`config.mk`:
```
export PLATFORM = sky130hd
export DESIGN_NAME = cssi_top
export DESIGN_NICKNAME = d
export VERILOG_FILES = /design/src/rtl/cssi_pkg.sv /design/src/rtl/cssi_top.sv /design/src/rtl/cssi_clkgen.sv /design/src/rtl/cssi_shifter.sv
export VERILOG_INCLUDE_DIRS = /design/src /design/src/rtl
export SDC_FILE = /design/constraint.sdc
export NUM_CORES = 1
export LEC_CHECK = 0
export BUFFER_PORTS_ARGS = -buffer_cell sky130_fd_sc_hd__buf_2
export CAP_MARGIN = 20
export CORE_UTILIZATION = 58
export CTS_CLUSTER_SIZE = 16
export DETAILED_ROUTE_END_ITERATION = 10
export PLACE_DENSITY_LB_ADDON = 0.25
export SETUP_SLACK_MARGIN = 0.02
export SYNTH_ARGS = -nofsm -noshare
export SYNTH_HDL_FRONTEND = slang
export SYNTH_SLANG_ARGS = --single-unit
```
`constraint.sdc`:
```
create_clock -name CLK_SYS -period 5.3 [get_ports CLK_SYS]
set_input_delay 0.53 -clock CLK_SYS [delete_from_list [all_inputs] [get_ports CLK_SYS]]
set_output_delay 0.53 -clock CLK_SYS [all_outputs]
set_load 0.02 [all_outputs]
```
`src/rtl/cssi_cfg.svh`:
```
// Offsets, field positions, reset values and clock settings of the serial channel.
`ifndef CSSI_CFG_SVH
`define CSSI_CFG_SVH
`define CSSI_OFS_CTL 8'h00
`define CSSI_OFS_CLK 8'h04
`define CSSI_OFS_LEN 8'h08
`define CSSI_OFS_STAT 8'h0C
`define CSSI_OFS_TX 8'h10
`define CSSI_OFS_RX 8'h14
`define CSSI_CTL_PWR 7
`define CSSI_CTL_TXE 6
`define CSSI_CTL_RXE 5
`define CSSI_CTL_DIR 4
`define CSSI_CTL_CONT 1
`define CSSI_CLK_CKP 4
`define CSSI_CLK_DAP 3
`define CSSI_STAT_TSF 7
`define CSSI_STAT_OVE 0
`define CSSI_CTL_RST 8'h00
`define CSSI_CLK_RST 8'h00
`define CSSI_LEN_RST 8'h00
`define CSSI_STAT_RST 8'h00
`define CSSI_CKS_DIV2 3'h0
`define CSSI_CKS_BRG 3'h6
`define CSSI_CKS_SLAVE 3'h7
`define CSSI_BRG_HALF 6'h01
`endif

```
`src/rtl/cssi_pkg.sv`:
```
// Types and shared helper functions of the serial channel.
package cssi_pkg;
  // Sequencer states: no frame, or a frame on the link.
  typedef enum logic {ST_IDLE, ST_FRAME} cssi_state_t;

  // Frame length in bits from the length code: 8 to 15, or 16 when the top bit is set.
  function automatic logic [4:0] cssi_frame_bits(input logic [3:0] code);
    return code[3] ? 5'h10 : {2'h1, code[2:0]};
  endfunction

  // Byte lanes touched by an AHB transfer of the given size and low address bits.
  function automatic logic [3:0] cssi_lanes(input logic [2:0] size, input logic [1:0] ofs);
    if (size == 3'h0) begin
      return 4'h1 << ofs;
    end else if (size == 3'h1) begin
      return ofs[1] ? 4'hC : 4'h3;
    end
    return 4'hF;
  endfunction
endpackage

```
`src/rtl/cssi_top.sv`:
```
// Clocked serial channel: AHB-Lite registers, status, interrupts and frame sequencing.
// Operation
// - Status byte: busy bit 7, overrun bit 0.
// - Busy bit read-only, shows transfer under way.
// - Status reads zero after reset.
// - Power bit cleared also clears status.
// - Two interrupts; receive-complete has higher priority.
// - Receive-complete when data reaches receive buffer.
// - Overrun also raises receive-complete.
// - Single mode: receive-complete after every frame.
// - Continuous transmit: buffer-writable after buffer moves.
// - Single transmit modes: no buffer-writable interrupt.
// - Clock code 000: master, clock divided two.
// - Clock code 111: slave on external clock.
// - Order, polarity and length codes select defaults.
// - Master stops clock when no new data; continuous receive-only mode keeps clocking.
// - Overrun cleared by writing zero.
// - Unread buffer at frame end sets overrun in continuous mode only.
// - Lengths 8 to 16 bits, low aligned.
`include "cssi_cfg.svh"
`timescale 1ns/100ps
`default_nettype none
module cssi_top
  import cssi_pkg::*;
(
  // Clock and reset.
  input wire logic CLK_SYS,
  input wire logic RST,
  // AHB-Lite slave port.
  input wire logic HSEL,
  input wire logic [31:0] HADDR,
  input wire logic [1:0] HTRANS,
  input wire logic HWRITE,
  input wire logic [2:0] HSIZE,
  input wire logic [31:0] HWDATA,
  input wire logic HREADY,
  output logic HREADYOUT,
  output logic HRESP,
  output logic [31:0] HRDATA,
  // Serial link pins.
  input wire logic SERIAL_CLOCK_PIN_IN,
  output logic SERIAL_CLOCK_PIN_OUT,
  output logic SERIAL_CLOCK_PIN_OE,
  output logic SERIAL_OUT_PIN,
  input wire logic SERIAL_IN_PIN,
  // Interrupt requests, one-cycle pulses.
  output logic RX_COMPLETE_IRQ,
  output logic TX_BUFFER_WRITABLE_IRQ
);
  // Bus address phase held for the data phase.
  logic ap_valid;
  logic ap_write;
  logic [7:0] ap_addr;
  logic [2:0] ap_size;
  logic next_ap_valid;
  logic next_ap_write;
  logic [7:0] next_ap_addr;
  logic [2:0] next_ap_size;
  logic [31:0] next_hrdata;
  logic accept; // An address phase is taken this cycle.
  logic rd_rx; // The receive buffer is read this cycle.

  // Software registers.
  logic [7:0] serial_control_primary;
  logic [7:0] serial_clock_control;
  logic [7:0] serial_length_control;
  logic overrun_flag;
  logic [15:0] transmit_buffer;
  logic [15:0] receive_buffer;
  logic [7:0] next_ctl;
  logic [7:0] next_clk;
  logic [7:0] next_len;
  logic next_ove;
  logic [15:0] next_txb;
  logic [15:0] next_rxb;

  // Sequencer state.
  cssi_state_t state;
  cssi_state_t next_state;
  logic tx_full; // Transmit buffer holds data not yet sent.
  logic rx_unread; // Receive buffer holds data not yet read.
  logic rx_go; // A receive-only frame is requested.
  logic [5:0] edge_cnt; // Clock edges seen in this frame.
  logic next_tx_full;
  logic next_rx_unread;
  logic next_rx_go;
  logic [5:0] next_edge_cnt;
  logic next_rx_irq;
  logic next_tx_irq;

  // Decoded settings and frame events.
  logic pwr;
  logic txe;
  logic rxe;
  logic cont;
  logic master;
  logic [4:0] len;
  logic transfer_in_progress_flag;
  logic [7:0] serial_status;
  logic lead;
  logic trail;
  logic last;
  logic frame_end;
  logic again;
  logic load;
  logic present;
  logic capture;
  logic [15:0] rx_word;
  logic [3:0] lanes;
  logic wr;
  logic [7:0] wofs;

  assign pwr = serial_control_primary[`CSSI_CTL_PWR];
  assign txe = serial_control_primary[`CSSI_CTL_TXE];
  assign rxe = serial_control_primary[`CSSI_CTL_RXE];
  assign cont = serial_control_primary[`CSSI_CTL_CONT];
  assign master = serial_clock_control[2:0] != `CSSI_CKS_SLAVE;
  assign len = cssi_frame_bits(serial_length_control[3:0]);
  assign transfer_in_progress_flag = state == ST_FRAME;
  assign serial_status = {transfer_in_progress_flag, 6'h00, overrun_flag};
  assign accept = HSEL && HREADY && HTRANS[1];
  assign rd_rx = accept && !HWRITE && ({HADDR[7:2], 2'h0} == `CSSI_OFS_RX);
  assign HREADYOUT = 1'h1;
  assign HRESP = 1'h0;
  assign SERIAL_CLOCK_PIN_OE = master && pwr;

  // Master clock divider or slave edge detector.
  cssi_clkgen u_clkgen (
    .clk_sys(CLK_SYS),
    .rst(RST),
    .master(master),
    .run(transfer_in_progress_flag),
    .cks(serial_clock_control[2:0]),
    .idle_lvl(!serial_clock_control[`CSSI_CLK_CKP]),
    .sck_in(SERIAL_CLOCK_PIN_IN),
    .sck_out(SERIAL_CLOCK_PIN_OUT),
    .lead(lead),
    .trail(trail)
  );

  // Data shifter on the serial lines.
  cssi_shifter u_shifter (
    .clk_sys(CLK_SYS),
    .rst(RST),
    .load(load),
    .load_data(txe ? transmit_buffer : 16'h0000),
    .present(present),
    .capture(capture),
    .dir(serial_control_primary[`CSSI_CTL_DIR]),
    .len(len),
    .si(SERIAL_IN_PIN),
    .so(SERIAL_OUT_PIN),
    .rx_word(rx_word)
  );

  // Bus group: holds the address phase and registers read data for the data phase.
  always_comb begin
    next_ap_valid = accept;
    next_ap_write = accept && HWRITE;
    next_ap_addr = accept ? HADDR[7:0] : ap_addr;
    next_ap_size = accept ? HSIZE : ap_size;
    next_hrdata = 32'h00000000;
    if (accept && !HWRITE) begin
      unique case ({HADDR[7:2], 2'h0})
        `CSSI_OFS_CTL: next_hrdata = {24'h000000, serial_control_primary};
        `CSSI_OFS_CLK: next_hrdata = {24'h000000, serial_clock_control};
        `CSSI_OFS_LEN: next_hrdata = {24'h000000, serial_length_control};
        `CSSI_OFS_STAT: next_hrdata = {24'h000000, serial_status};
        `CSSI_OFS_TX: next_hrdata = {16'h0000, transmit_buffer};
        `CSSI_OFS_RX: next_hrdata = {16'h0000, receive_buffer};
        // Unmapped addresses read zero with an OKAY response.
        default: next_hrdata = 32'h00000000;
      endcase
    end
  end

  // Registers the bus group.
  always_ff @(posedge CLK_SYS) begin
    if (RST) begin
      ap_valid <= 1'h0;
      ap_write <= 1'h0;
      ap_addr <= 8'h00;
      ap_size <= 3'h0;
      HRDATA <= 32'h00000000;
    end else begin
      ap_valid <= next_ap_valid;
      ap_write <= next_ap_write;
      ap_addr <= next_ap_addr;
      ap_size <= next_ap_size;
      HRDATA <= next_hrdata;
    end
  end

  // Core group: register writes, frame sequencing, status and interrupts.
  always_comb begin
    wr = ap_valid && ap_write;
    lanes = cssi_lanes(ap_size, ap_addr[1:0]);
    wofs = {ap_addr[7:2], 2'h0};
    next_ctl = serial_control_primary;
    next_clk = serial_clock_control;
    next_len = serial_length_control;
    next_ove = overrun_flag;
    next_txb = transmit_buffer;
    next_rxb = receive_buffer;
    next_state = state;
    next_tx_full = tx_full;
    next_rx_unread = rx_unread;
    next_rx_go = rx_go;
    next_edge_cnt = edge_cnt;
    next_rx_irq = 1'h0;
    next_tx_irq = 1'h0;
    // Frame events; a frame is two edges per bit.
    last = (lead || trail) && (edge_cnt == ({len, 1'h0} - 6'h01));
    frame_end = transfer_in_progress_flag && last;
    again = cont && (txe ? tx_full : rxe);
    load = pwr && (txe || rxe) &&
           (((state == ST_IDLE) && (txe ? tx_full : rx_go)) || (frame_end && again));
    if (serial_clock_control[`CSSI_CLK_DAP]) begin
      present = load || (trail && !last);
      capture = lead;
    end else begin
      present = lead;
      capture = trail;
    end
    // Software writes; the busy bit ignores writes.
    if (wr && lanes[0]) begin
      unique case (wofs)
        `CSSI_OFS_CTL: next_ctl = HWDATA[7:0];
        `CSSI_OFS_CLK: next_clk = {3'h0, HWDATA[4:0]};
        `CSSI_OFS_LEN: next_len = {4'h0, HWDATA[3:0]};
        `CSSI_OFS_STAT: next_ove = overrun_flag && HWDATA[`CSSI_STAT_OVE];
        `CSSI_OFS_TX: next_txb[7:0] = HWDATA[7:0];
        default: next_ctl = serial_control_primary;
      endcase
    end
    if (wr && lanes[1] && (wofs == `CSSI_OFS_TX)) begin
      next_txb[15:8] = HWDATA[15:8];
    end
    // Buffer fill flag; a new write wins over the move into the shifter.
    if (wr && (lanes[1:0] != 2'h0) && (wofs == `CSSI_OFS_TX)) begin
      next_tx_full = 1'h1;
    end else if (load && txe) begin
      next_tx_full = 1'h0;
    end
    // Receive-only frames start on a read of the receive buffer.
    if (rd_rx && rxe && !txe) begin
      next_rx_go = 1'h1;
    end else if (load) begin
      next_rx_go = 1'h0;
    end
    if (rd_rx) begin
      next_rx_unread = 1'h0;
    end
    // Buffer moved into the shifter in a continuous transmit mode.
    if (load && txe && cont) begin
      next_tx_irq = 1'h1;
    end
    // Edge counting and the busy state.
    if (load) begin
      next_edge_cnt = 6'h00;
      next_state = ST_FRAME;
    end else if (frame_end) begin
      next_state = ST_IDLE;
    end else if (lead || trail) begin
      next_edge_cnt = edge_cnt + 6'h01;
    end
    // End of frame: move received data and report it.
    if (frame_end) begin
      if (rxe) begin
        next_rxb = rx_word;
        next_rx_unread = 1'h1;
        if (cont && rx_unread && !rd_rx) begin
          next_ove = 1'h1;
        end
      end
      if (rxe || !cont) begin
        next_rx_irq = 1'h1;
      end
    end
    // Power off stops the channel and clears the status.
    if (!next_ctl[`CSSI_CTL_PWR]) begin
      next_state = ST_IDLE;
      next_ove = 1'h0;
      next_tx_full = 1'h0;
      next_rx_go = 1'h0;
      next_edge_cnt = 6'h00;
      next_tx_irq = 1'h0;
    end
  end

  // Registers the core group; all status reads zero after reset.
  always_ff @(posedge CLK_SYS) begin
    if (RST) begin
      serial_control_primary <= `CSSI_CTL_RST;
      serial_clock_control <= `CSSI_CLK_RST;
      serial_length_control <= `CSSI_LEN_RST;
      overrun_flag <= 1'h0;
      state <= ST_IDLE;
      transmit_buffer <= 16'h0000;
      receive_buffer <= 16'h0000;
      tx_full <= 1'h0;
      rx_unread <= 1'h0;
      rx_go <= 1'h0;
      edge_cnt <= 6'h00;
      RX_COMPLETE_IRQ <= 1'h0;
      TX_BUFFER_WRITABLE_IRQ <= 1'h0;
    end else begin
      serial_control_primary <= next_ctl;
      serial_clock_control <= next_clk;
      serial_length_control <= next_len;
      overrun_flag <= next_ove;
      state <= next_state;
      transmit_buffer <= next_txb;
      receive_buffer <= next_rxb;
      tx_full <= next_tx_full;
      rx_unread <= next_rx_unread;
      rx_go <= next_rx_go;
      edge_cnt <= next_edge_cnt;
      RX_COMPLETE_IRQ <= next_rx_irq;
      TX_BUFFER_WRITABLE_IRQ <= next_tx_irq;
    end
  end
endmodule
`default_nettype wire

```
`src/rtl/cssi_clkgen.sv`:
```
// Serial clock generator for master mode and edge detector for slave mode.
`timescale 1ns/100ps
`default_nettype none
module cssi_clkgen
  import cssi_pkg::*;
(
  // Clock and reset.
  input wire logic clk_sys,
  input wire logic rst,
  // Mode and frame control.
  input wire logic master,
  input wire logic run,
  input wire logic [2:0] cks,
  input wire logic idle_lvl,
  // Pin side.
  input wire logic sck_in,
  output logic sck_out,
  // Edge events, valid in the cycle the edge is decided or seen.
  output logic lead,
  output logic trail
);
  logic [5:0] cnt; // Half period counter.
  logic [5:0] next_cnt;
  logic next_sck;
  logic sck_prev; // Pin level of the previous cycle.
  logic [5:0] half_m1; // Half period length minus one.
  logic tick; // Master clock toggles at the next edge.

  // Divider and edge events; a code of 000 gives a half period of one cycle.
  always_comb begin
    if (cks == `CSSI_CKS_BRG) begin
      half_m1 = `CSSI_BRG_HALF - 6'h01;
    end else begin
      half_m1 = (6'h01 << cks) - 6'h01;
    end
    tick = master && run && (cnt == half_m1);
    if (master) begin
      lead = tick && (sck_out == idle_lvl);
      trail = tick && (sck_out != idle_lvl);
    end else begin
      // The external pin is taken as synchronous to the system clock.
      lead = run && (sck_prev == idle_lvl) && (sck_in != idle_lvl);
      trail = run && (sck_prev != idle_lvl) && (sck_in == idle_lvl);
    end
    if (!master || !run) begin
      next_cnt = 6'h00;
      next_sck = idle_lvl;
    end else if (tick) begin
      next_cnt = 6'h00;
      next_sck = !sck_out;
    end else begin
      next_cnt = cnt + 6'h01;
      next_sck = sck_out;
    end
  end

  // Registers the divider, the driven level and the pin history.
  always_ff @(posedge clk_sys) begin
    if (rst) begin
      cnt <= 6'h00;
      sck_out <= 1'h1;
      sck_prev <= 1'h1;
    end else begin
      cnt <= next_cnt;
      sck_out <= next_sck;
      sck_prev <= sck_in;
    end
  end
endmodule
`default_nettype wire

```
`src/rtl/cssi_shifter.sv`:
```
// Bit-indexed transmit and receive shifter with selectable bit order and length.
`timescale 1ns/100ps
`default_nettype none
module cssi_shifter
  import cssi_pkg::*;
(
  // Clock and reset.
  input wire logic clk_sys,
  input wire logic rst,
  // Frame control.
  input wire logic load,
  input wire logic [15:0] load_data,
  input wire logic present,
  input wire logic capture,
  input wire logic dir,
  input wire logic [4:0] len,
  // Serial data.
  input wire logic si,
  output logic so,
  // Received word including a capture made in this cycle.
  output logic [15:0] rx_word
);
  logic [15:0] tx_data; // Word being sent.
  logic [15:0] rx_data; // Bits captured so far; unused high bits stay zero.
  logic [4:0] out_idx; // Next bit to present.
  logic [4:0] in_idx; // Next bit to capture.
  logic [15:0] next_tx;
  logic [15:0] next_rx;
  logic [4:0] next_out;
  logic [4:0] next_in;
  logic next_so;

  // Buffer position of the n-th bit on the line, low end aligned.
  function automatic logic [3:0] bit_pos(input logic [4:0] n, input logic d, input logic [4:0] l);
    logic [4:0] p;
    p = d ? n : (l - 5'h01 - n);
    return p[3:0];
  endfunction

  // Captures first, then a load starts a fresh frame.
  always_comb begin
    next_tx = tx_data;
    next_rx = rx_data;
    next_out = out_idx;
    next_in = in_idx;
    next_so = so;
    if (capture) begin
      next_rx[bit_pos(in_idx, dir, len)] = si;
      next_in = in_idx + 5'h01;
    end
    rx_word = next_rx;
    if (load) begin
      next_tx = load_data;
      next_rx = 16'h0000;
      next_in = 5'h00;
      next_out = 5'h00;
      if (present) begin
        next_so = load_data[bit_pos(5'h00, dir, len)];
        next_out = 5'h01;
      end
    end else if (present) begin
      next_so = tx_data[bit_pos(out_idx, dir, len)];
      next_out = out_idx + 5'h01;
    end
  end

  // Registers the shifter state.
  always_ff @(posedge clk_sys) begin
    if (rst) begin
      tx_data <= 16'h0000;
      rx_data <= 16'h0000;
      out_idx <= 5'h00;
      in_idx <= 5'h00;
      so <= 1'h1;
    end else begin
      tx_data <= next_tx;
      rx_data <= next_rx;
      out_idx <= next_out;
      in_idx <= next_in;
      so <= next_so;
    end
  end
endmodule
`default_nettype wire

```
==> results.md, run 1 <==
Detailed routing:
- The ratio of routed vias to standard cells is 5.87.
- After detailed routing, the average wire length per cell comes to about 17 µm.
- The detailed router finished its first iteration with 571 violations.
- The antenna violation net count after detailed routing is 0.
- Wires add up to 16600 µm.
- The final route contains roughly 5.7k vias.
- The total DRC errors in the routed layout is 11.
- For this run, the detailed router's first-pass iteration total came to 8.

Clock tree:
- The root buffer cell is clkbuf_16.
- Hold repair after CTS inserted 0 buffers.
- The level count of the clock H-tree is 4.
- Counting every sink on the clock net gives 140.
- Clock latency on the worst-skew pair, taken at its later pin, is roughly 0.42 ns.
- The CTS tree is done.
- The clock passes through at most 2 buffers.
- In this run, CTS created clock tree buffers numbering 17.
- Gates resized during post-CTS repair numbered 0.
- The post-CTS setup buffer count is 0.
- The clock slew seen by the registers of the worst setup and hold paths is roughly 0.060 ns.

Floorplan:
- The initial core utilization is 59.9%.
- The area of the die is 0.0123 mm².
- The core region is 0.0115 mm².
- From bottom edge to top edge, the die measures approximately 110 µm.
- The die is 111 µm wide.
- In this run the count of I/O pins placed on the die edge is 115.
- After floorplanning, the core was divided into 39 placement rows.

Logic synthesis:
- The fraction of synthesized cell area taken by the top area cell type is 40.6%.
- By area the synthesized netlist is led by dfxtp_1 (41%), mux2i_1 (11%), nor2_1 (6.7%), a21oi_1 (4.0%), nand2_1 (3.4%).
- The dominant register cell in the synthesized netlist is dfxtp_1.
- The post-synthesis share of cell area spent on full adders, half adders and majority gates is around 2.8%.
- By area, the combinational part of the netlist is dominated by simple AND/OR/NAND/NOR gates.
- The number of warning messages in the yosys log is 0.
- Counting distinct cell types in the post-synthesis netlist gives 72.
- The flip-flop and latch count after synthesis is 140.
- The compound-gate portion of the synthesized area is 12.6%.
- The post-synthesis cell area is slightly below 0.007 mm².
- In this run the mean area of a mapped cell was 8.83 µm².
- The number of synthesized flops with an enable pin is 0.
- The synthesized netlist cell count is 782.
- The xor and xnor fraction of the mapped netlist area is 3.39%.
- The simple-gate area share of the yosys netlist is 21.4%.
- The share of flip-flops with an asynchronous set or reset after synthesis is 0%.
- The sequential fraction of the synthesis area is 40.6%.
- dfxtp_1 takes more of the synthesized area than any other cell.
- The portion of synthesized area spent on multiplexers is 12.8%.

Timing:
- The final number of hold-violating endpoints was 0.
- The routed design could run at a clock period as short as between 3 and 4 ns.
- The final critical-path share of the clock period is 73.4%.
- Setup violations remaining at the end of the flow were counted as 0.
- The worst-margin pin slew is approximately 1.0 ns.
- Setup repair after global routing left no endpoint under its margin.
- The post-route setup TNS is 0 ns.
- For this run, the top clock speed supported by timing is between 0.2 and 0.3 GHz.
- The count of pins over their slew limit was 0.
- The worst-case clock skew is 0.00588 ns.
- The worst pin sits at a relative slew slack of 32.0%.

Setup path:
- The kind of cell adding the most delay to the critical path is simple AND/OR/NAND/NOR gates.
- In this design, the stage delay of the slowest critical-path cell is 0.49 ns.
- The largest driver fanout on the critical path is 12.
- The reg2reg setup slack is 1.41 ns.
- The kind of start point of the critical path is a flip-flop.
- The arrival time of the worst setup path is 4.22 ns.
- The buffering stage count on the worst path with inverters included is 3.
- The worst setup path is captured at a flip-flop.
- Data on the critical path is required at its endpoint by 5.63 ns.
- Traced cell by cell, the critical path runs through nor2b_1, buf_4, inv_1, ha_1, inv_1, ha_1, nor2b_1, o21ai_0, a21oi_1, or4_4, nand2_1, nand4_1, mux2i_1, a211oi_1.
- The slowest stage of the critical path is the or4_4 cell.
- The critical path start-end classification is flip-flop to flip-flop.

Cells and area:
- The area growth from synthesis to layout is 12.3%.
- The finished layout holds between 900 and 1k standard cells, fillers aside.
- Counting the fill cells in the layout gives 915.
- Summing all flip-flop and latch instances after layout gives 0.00280 mm².
- Of the cells placed in the final design, the portion with a size suffix greater than 1 is 15.1%.
- The net count of the finished layout is 906.
- The area occupied by multi-input gates is about 0.0037 mm².
- The antenna diode count is 0.

Power and ir drop:
- The maximum vdd ir drop is 0.288 mV.
- The analysis attributes to cell leakage a power of 3.11 nW.
- Dividing total power by cell area gives a power density of 308 mW/mm².

Placement:
- After detailed placement, the design holds a cell count of between 900 and 1k.
- The post-DP HPWL is ~12000 µm.
- The port buffer count is 55.
- The final weighted congestion of routability-driven global placement is 0.862.

Global routing:
- The final global-route overflow total is 0.
- The via count of the first global-routing pass is 5546.
- The all-layer global routing usage is 28.1%.
- Entering global routing, the biggest net connects 67 pins.
- The number of antenna violations at the first check in global routing is 0.
- The wire length of the first global-routing pass is 27300 µm.

Min path:
- The min-delay analysis places its worst path in the category primary input to flip-flop.

Run status:
- The checks that failed: DRC.
- The run finished, with violations left.

Run:
- The number of max-cap violations is 0.
metal layers:
layer | global-route usage (%) | wire [µm] | vias to the layer above
li1 | - | - | 2787
met1 | 34.2 | 7060 | 2699
met2 | 48.1 | 8130 | 191
met3 | 7.16 | 985 | 27
met4 | 9.91 | 401 | 0
met5 | 0 | 0 | -
cell families (layout without fill, tap and decap cells):
family | after synthesis | count (layout)
compound gates | 132 | 132
fa+ha+maj | 14 | 14
flops | 140 | 140
xor+xnor | 25 | 25
simple gates | 304 | 304
buf+inv | 83 | 114
mux | 82 | 82
other cells | 2 | 18
layout by cell type, fill, tap and decap left out, types with 4 or more instances in the layout:
cell,instances
dfxtp_1,140
nor2_1,124
mux2i_1,76
nand2_1,63
a21oi_1,55
buf_2,55
nand3_1,32
inv_1,21
nand4_1,20
conb_1,18
a211oi_1,17
clkbuf_16,17
o21ai_0,16
xnor2_1,13
nor3_1,12
ha_1,12
xor2_1,10
nor2b_1,7
and3_1,7
a31oi_1,7
nand2b_1,5
mux4_2,5
o22ai_1,5
buf_4,5
or3_1,4
a211oi_2,4
bufinv_16,4
area by class of cell:
cell class / instances / share of cell area (%)
repair buffers: 61 / 4.39
flip-flops and latches: 140 / 36.2
clock inverters: 11 / 2.15
multi-input cells: 575 / 48.0
inverters: 21 / 1.02
well taps: 143 / 2.31
clock buffers: 21 / 5.94
power by group:
part / internal [mW] / switching (mW) / total, mW
clock: 0.810 / 0.451 / 1.26
combinational: 0.0195 / 0.0479 / 0.0674
sequential: 1.06 / 0.00284 / 1.06
registers in the layout (all words and copies together) (netlist names), 3 cells and up:
signal / count
ap_size: 3
transmit_buffer: 16
ap_addr: 8
serial_length_control: 4
serial_control_primary: 8
receive_buffer: 16
edge_cnt: 6
u_shifter.out_idx: 4
u_shifter.in_idx: 4
serial_clock_control: 5
u_shifter.rx_data: 16
u_shifter.tx_data: 16
u_clkgen.cnt: 6
HRDATA: 16
final timing paths:
kind | endpoint | start | cells past startpoint
min reg2reg | u_shifter.tx_data[12]$_SDFFE_PP0P_ | u_shifter.tx_data[12]$_SDFFE_PP0P_ | 2
min | u_clkgen.sck_prev$_SDFF_PP1_ | SERIAL_CLOCK_PIN_IN | 2
max reg2reg | receive_buffer[14]$_SDFFE_PP0P_ | serial_length_control[0]$_SDFFE_PP0P_ | 14
max | receive_buffer[14]$_SDFFE_PP0P_ | serial_length_control[0]$_SDFFE_PP0P_ | 14
worst register-to-register path: stages (launching register included):
cell      delay (ns)
dfxtp_1         0.42
nor2b_1         0.18
buf_4           0.24
inv_1           0.07
ha_1            0.40
inv_1           0.35
ha_1            0.31
nor2b_1         0.12
o21ai_0         0.23
a21oi_1         0.13
or4_4           0.49
nand2_1         0.23
nand4_1         0.17
mux2i_1         0.20
a211oi_1        0.26
through the flow:
step                      power (mW)  worst slack (ns)  cell area, µm²  hold slack, ns  utilization, %
after CTS                       2.39              1.44            7750           0.329            67.3
after floorplan                 1.13              1.94            6960           0.429               -
after global routing            2.45              1.18            7750           0.328            67.3
final                           2.39              1.41            7750           0.340            67.3
after detailed placement        1.15              1.50            7130           0.444            61.9
after global placement          1.15              1.62            7100           0.436            61.6
Yosys cell counts, types with 11 or more instances:
cell / instances
nand3_1: 32
o21ai_0: 16
a21oi_1: 55
a211oi_1: 17
buf_2: 11
nor3_1: 12
nand2_1: 63
dfxtp_1: 140
buf_4: 19
xnor2_1: 13
mux2i_1: 76
ha_1: 12
nand4_1: 20
clkbuf_1: 26
nor2_1: 124
inv_1: 21
No activity file was read; power rests on OpenSTA's default activity.
==> run 2, diff against run 1 <==
--- a/config.mk
+++ b/config.mk
@@ -8,7 +8,7 @@
 export LEC_CHECK = 0
 export BUFFER_PORTS_ARGS = -buffer_cell sky130_fd_sc_hd__buf_2
 export CAP_MARGIN = 20
-export CORE_UTILIZATION = 58
+export CORE_UTILIZATION = 51
 export CTS_CLUSTER_SIZE = 16
 export DETAILED_ROUTE_END_ITERATION = 10
 export PLACE_DENSITY_LB_ADDON = 0.25
==> constraint.sdc (replaced) <==
create_clock -name CLK_SYS -period 3.4 [get_ports CLK_SYS]
set_input_delay 0.34 -clock CLK_SYS [delete_from_list [all_inputs] [get_ports CLK_SYS]]
set_output_delay 0.34 -clock CLK_SYS [all_outputs]
set_load 0.02 [all_outputs]
==> run 2 against run 1 <==
Compared with the run above: the flow now finishes without violations; sequential share of layout area down 0.88 points; total power is 58% higher; cell count increased by 4.6%; design area up 2.6%; combinational power grew 57%; count of clock-buffer cells in the layout rose by 2; critical path type unchanged.
==> results.md, run 2 (same netlist as run 1, synthesis figures left out) <==
Run status:
- The flow ran to the end, and the final reports show no timing, DRC or antenna violations.

Min path:
- The class of the tightest hold or removal check is primary input to flip-flop.
- The launch point of the worst hold path is SERIAL_CLOCK_PIN_IN.

Clock tree:
- In this run the clock root is driven by a clkbuf_16.
- The number of gates given a new drive strength after cts is 0 (unchanged).
- The clock net sink count is 140 (unchanged).
- The clock slew seen by the registers of the worst setup and hold paths came to 0.06 ns (about the same).
- The clock insertion delay at the later pin of the skew report is 0.43 ns (about the same).
- The number of buffers created by CTS is 17 (unchanged).
- The post-CTS setup buffer count is 0 (unchanged).
- The number of buffers inserted by hold repair at cts is 0 (unchanged).
- The maximum clock insertion buffer count is 2 (unchanged).
- TritonCTS built the clock tree.
- The level count of the clock H-tree is 4 (unchanged).

Cells and area:
- The area occupied by multi-input gates was 0.00376 mm² (+0.91%).
- The net total in the final layout came to 918 (+1.3%).
- In the layout the commonest cells are dfxtp_1 (138), nor2_1 (124), mux2i_1 (74), nand2_1 (62).
- The layout cell share with drive strength beyond 1 is 17.7% (+2.6 points).
- Relative to the synthesized area, the layout overhead comes to 15.2%.
- The number of standard cells in the layout, taps in and fillers out is 1017 (+4.6%).
- The antenna diode count is 0 (unchanged).
- The combined flip-flop and latch cell area is 0.00281 mm² (about the same).
- The filler cell count in the final layout is 1166 (+27%).
- The library cell used most frequently in the layout, excluding fill and tap cells, is dfxtp_1.

Detailed routing:
- The violation count after the first detailed-route iteration is 418 (-27%).
- The detailed-routing iteration count for the pre-antenna-repair pass is 5 (-3).
- The routed metal-1 wire length is 7400 µm (+4.8%).
- The total met2 wirelength after detailed routing is 8560 µm (+5.3%).
- The total DRC errors in the routed layout is 0 (-11).
- The detailed-route wire length came to 17100 µm (+3.4%).
- The antenna violation net count after detailed routing is 0 (unchanged).
- The ratio of routed vias to standard cells is 5.65 (-3.7%).
- The top metal layer carrying routed signals is met4.
- The average routed wire per standard cell is 16.9 µm (-1.2%).
- The total length of routed met3 wires is 821 µm (-17%).
- The via count was 5750 (+0.81%).

Timing:
- The worst-case clock skew is 0.00730 ns (+0.00142 ns).
- The worst-margin pin slew came to 0.874 ns (-0.141 ns).
- The achievable clock frequency is 0.317 GHz (+23%).
- The final critical-path share of the clock period is 92.9% (+20 points).
- The final number of hold-violating endpoints is 0 (unchanged).
- The minimum period implied by the final worst setup slack came to 3.16 ns (-0.730 ns).
- The number of failing setup endpoints in the final timing report is 0 (unchanged).
- The relative slew slack was 41.7% (+9.7 points).
- The count of pins over their slew limit came to 0 (unchanged).
- Setup repair after global routing left no endpoint under its margin.
- The final-layout worst hold slack is 0.150 ns (-0.190 ns).
- The post-route setup TNS is 0 ns (unchanged).

Power and ir drop:
- The switching share of power came to 20.5% (-0.49 points).
- The part of the power in registers is 43.7% (-0.7 points).
- The net switching component of the power is 0.775 mW (+55%).
- The total power density per cell area is 475 mW/mm² (+54%).
- The relative contribution of the clock network to total power is 53.5% (+0.7 points).
- The cell-internal power was 3.00 mW (+59%).
- The combinational group share of total power is 2.8% (about the same).
- The maximum vdd ir drop is 0.358 mV (+24%).
- The reported leakage power came to 3.17 nW (+2.1%).

Placement:
- The final weighted congestion of routability-driven global placement is 0.895 (+3.8%).
- The cell total after placement was 985 (+4.8%).
- The post-DP HPWL is 12100 µm (+4.3%).
- The port buffer count is 55 (unchanged).

Setup path:
- The arrival time of the worst setup path is 3.45 ns (-0.77 ns).
- The buffering stage count on the worst path with inverters included came to 2 (-1).
- The worst path required time is 3.69 ns (-1.94 ns).
- The delay of the slowest cell on the worst path came to 0.50 ns (about the same).
- The largest driver fanout on the critical path is 8 (-4).
- The slowest cell on the critical path is or4_4.
- The critical path is of the flip-flop to flip-flop type.
- The critical path starts at serial_length_control[0]$_SDFFE_PP0P_.
- In this run the critical register-to-register path is launched from serial_length_control[0]$_SDFFE_PP0P_.
- The critical path goes through nor2b_2, inv_1, ha_1, xnor2_2, inv_1, ha_1, o21ai_0, a21oi_1, or4_4, and2_4, nand4_1, mux2i_2, a211oi_2.
- The endpoint kind of the worst setup timing path is a flip-flop.
- The kind of cell adding the most delay to the critical path is simple AND/OR/NAND/NOR gates.
- The worst setup path is launched from a flip-flop.

Floorplan:
- The top-level I/O count is 115 (unchanged).
- The area of the core is 0.0132 mm² (+15%).
- The die width came to 118 µm (+6.5%).
- The overall die height is 118 µm (+6.5%).
- The number of rows in the core area is 42 (+7.7%).
- The initial core utilization is 52.1% (-7.8 points).
- The area of the die came to 0.0140 mm² (+13%).

Global routing:
- The pin count of the biggest net entering global routing came to 50 (-25%).
- The number of antenna violations at the first check in global routing is 0 (unchanged).
- The via count of the first global-routing pass is 5531 (-0.27%).
- The wire length of the first global-routing pass is 27500 µm (+0.84%).
- The final global-route overflow total is 0 (unchanged).
- The all-layer global routing usage came to 25.1% (-2.9 points).

Run:
- The number of max-cap violations came to 0 (unchanged).
## run 2: routing by layer
layer  vias to the layer above  track usage, %
li1                       2792               -
met1                      2770            30.9
met2                       159            42.9
met3                        29            5.07
met4                         0            10.0
met5                         -               0
## run 2: cell type report
| cell class | instances | share of cell area [%] |
|---|---|---|
| Clock buffer | 23 | 6.26 |
| Clock inverter | 9 | 1.98 |
| Inverter | 21 | 0.991 |
| Multi-Input combinational cell | 575 | 47.3 |
| Sequential cell | 140 | 35.3 |
| Tap cell | 176 | 2.77 |
| Timing Repair Buffer | 73 | 5.47 |
## run 2: worst register-to-register path, delay by kind of cell, from the launching register on
kind	cells	cell delay [ns]
AOI/OAI and AO/OA	3	0.39
xor gates and xnor gates	1	0.18
adders and majority gates	2	0.57
buffers and inverters	2	0.20
DFF	1	0.37
muxes	1	0.30
and+or+nand+nor	4	1.01
## run 2: path summary, 6_finish.rpt
check             cells past startpoint                                 to  slack [ns]
setup reg to reg                     13     receive_buffer[6]$_SDFFE_PP0P_        0.24
setup / recovery                     13     receive_buffer[6]$_SDFFE_PP0P_        0.24
hold / removal                        2       u_clkgen.sck_prev$_SDFF_PP1_        0.15
hold reg to reg                       2  u_shifter.tx_data[4]$_SDFFE_PP0P_        0.45
## run 2: power groups by stage
stage	logic, mW	registers [mW]	clock network [mW]
2_1_floorplan	0.0831	1.68	0
3_3_place_gp	0.102	1.69	0
3_5_place_dp	0.104	1.69	0
4_1_cts	0.105	1.65	2.05
5_1_grt	0.115	1.65	2.11
6_report	0.106	1.65	2.02
## run 2: per-stage QoR
| stage | area [µm²] | setup slack, ns | total power [mW] | utilization, % |
|---|---|---|---|---|
| global placement | 7260 | 0.263 | 1.79 | 54.8 |
| detailed placement | 7260 | 0.104 | 1.79 | 54.8 |
| finish | 7950 | 0.241 | 3.78 | 60.1 |
| floorplan | 6960 | 0.0367 | 1.77 | - |
| global route | 7950 | 0.0445 | 3.88 | 60.1 |
| CTS | 7920 | 0.0399 | 3.80 | 59.8 |
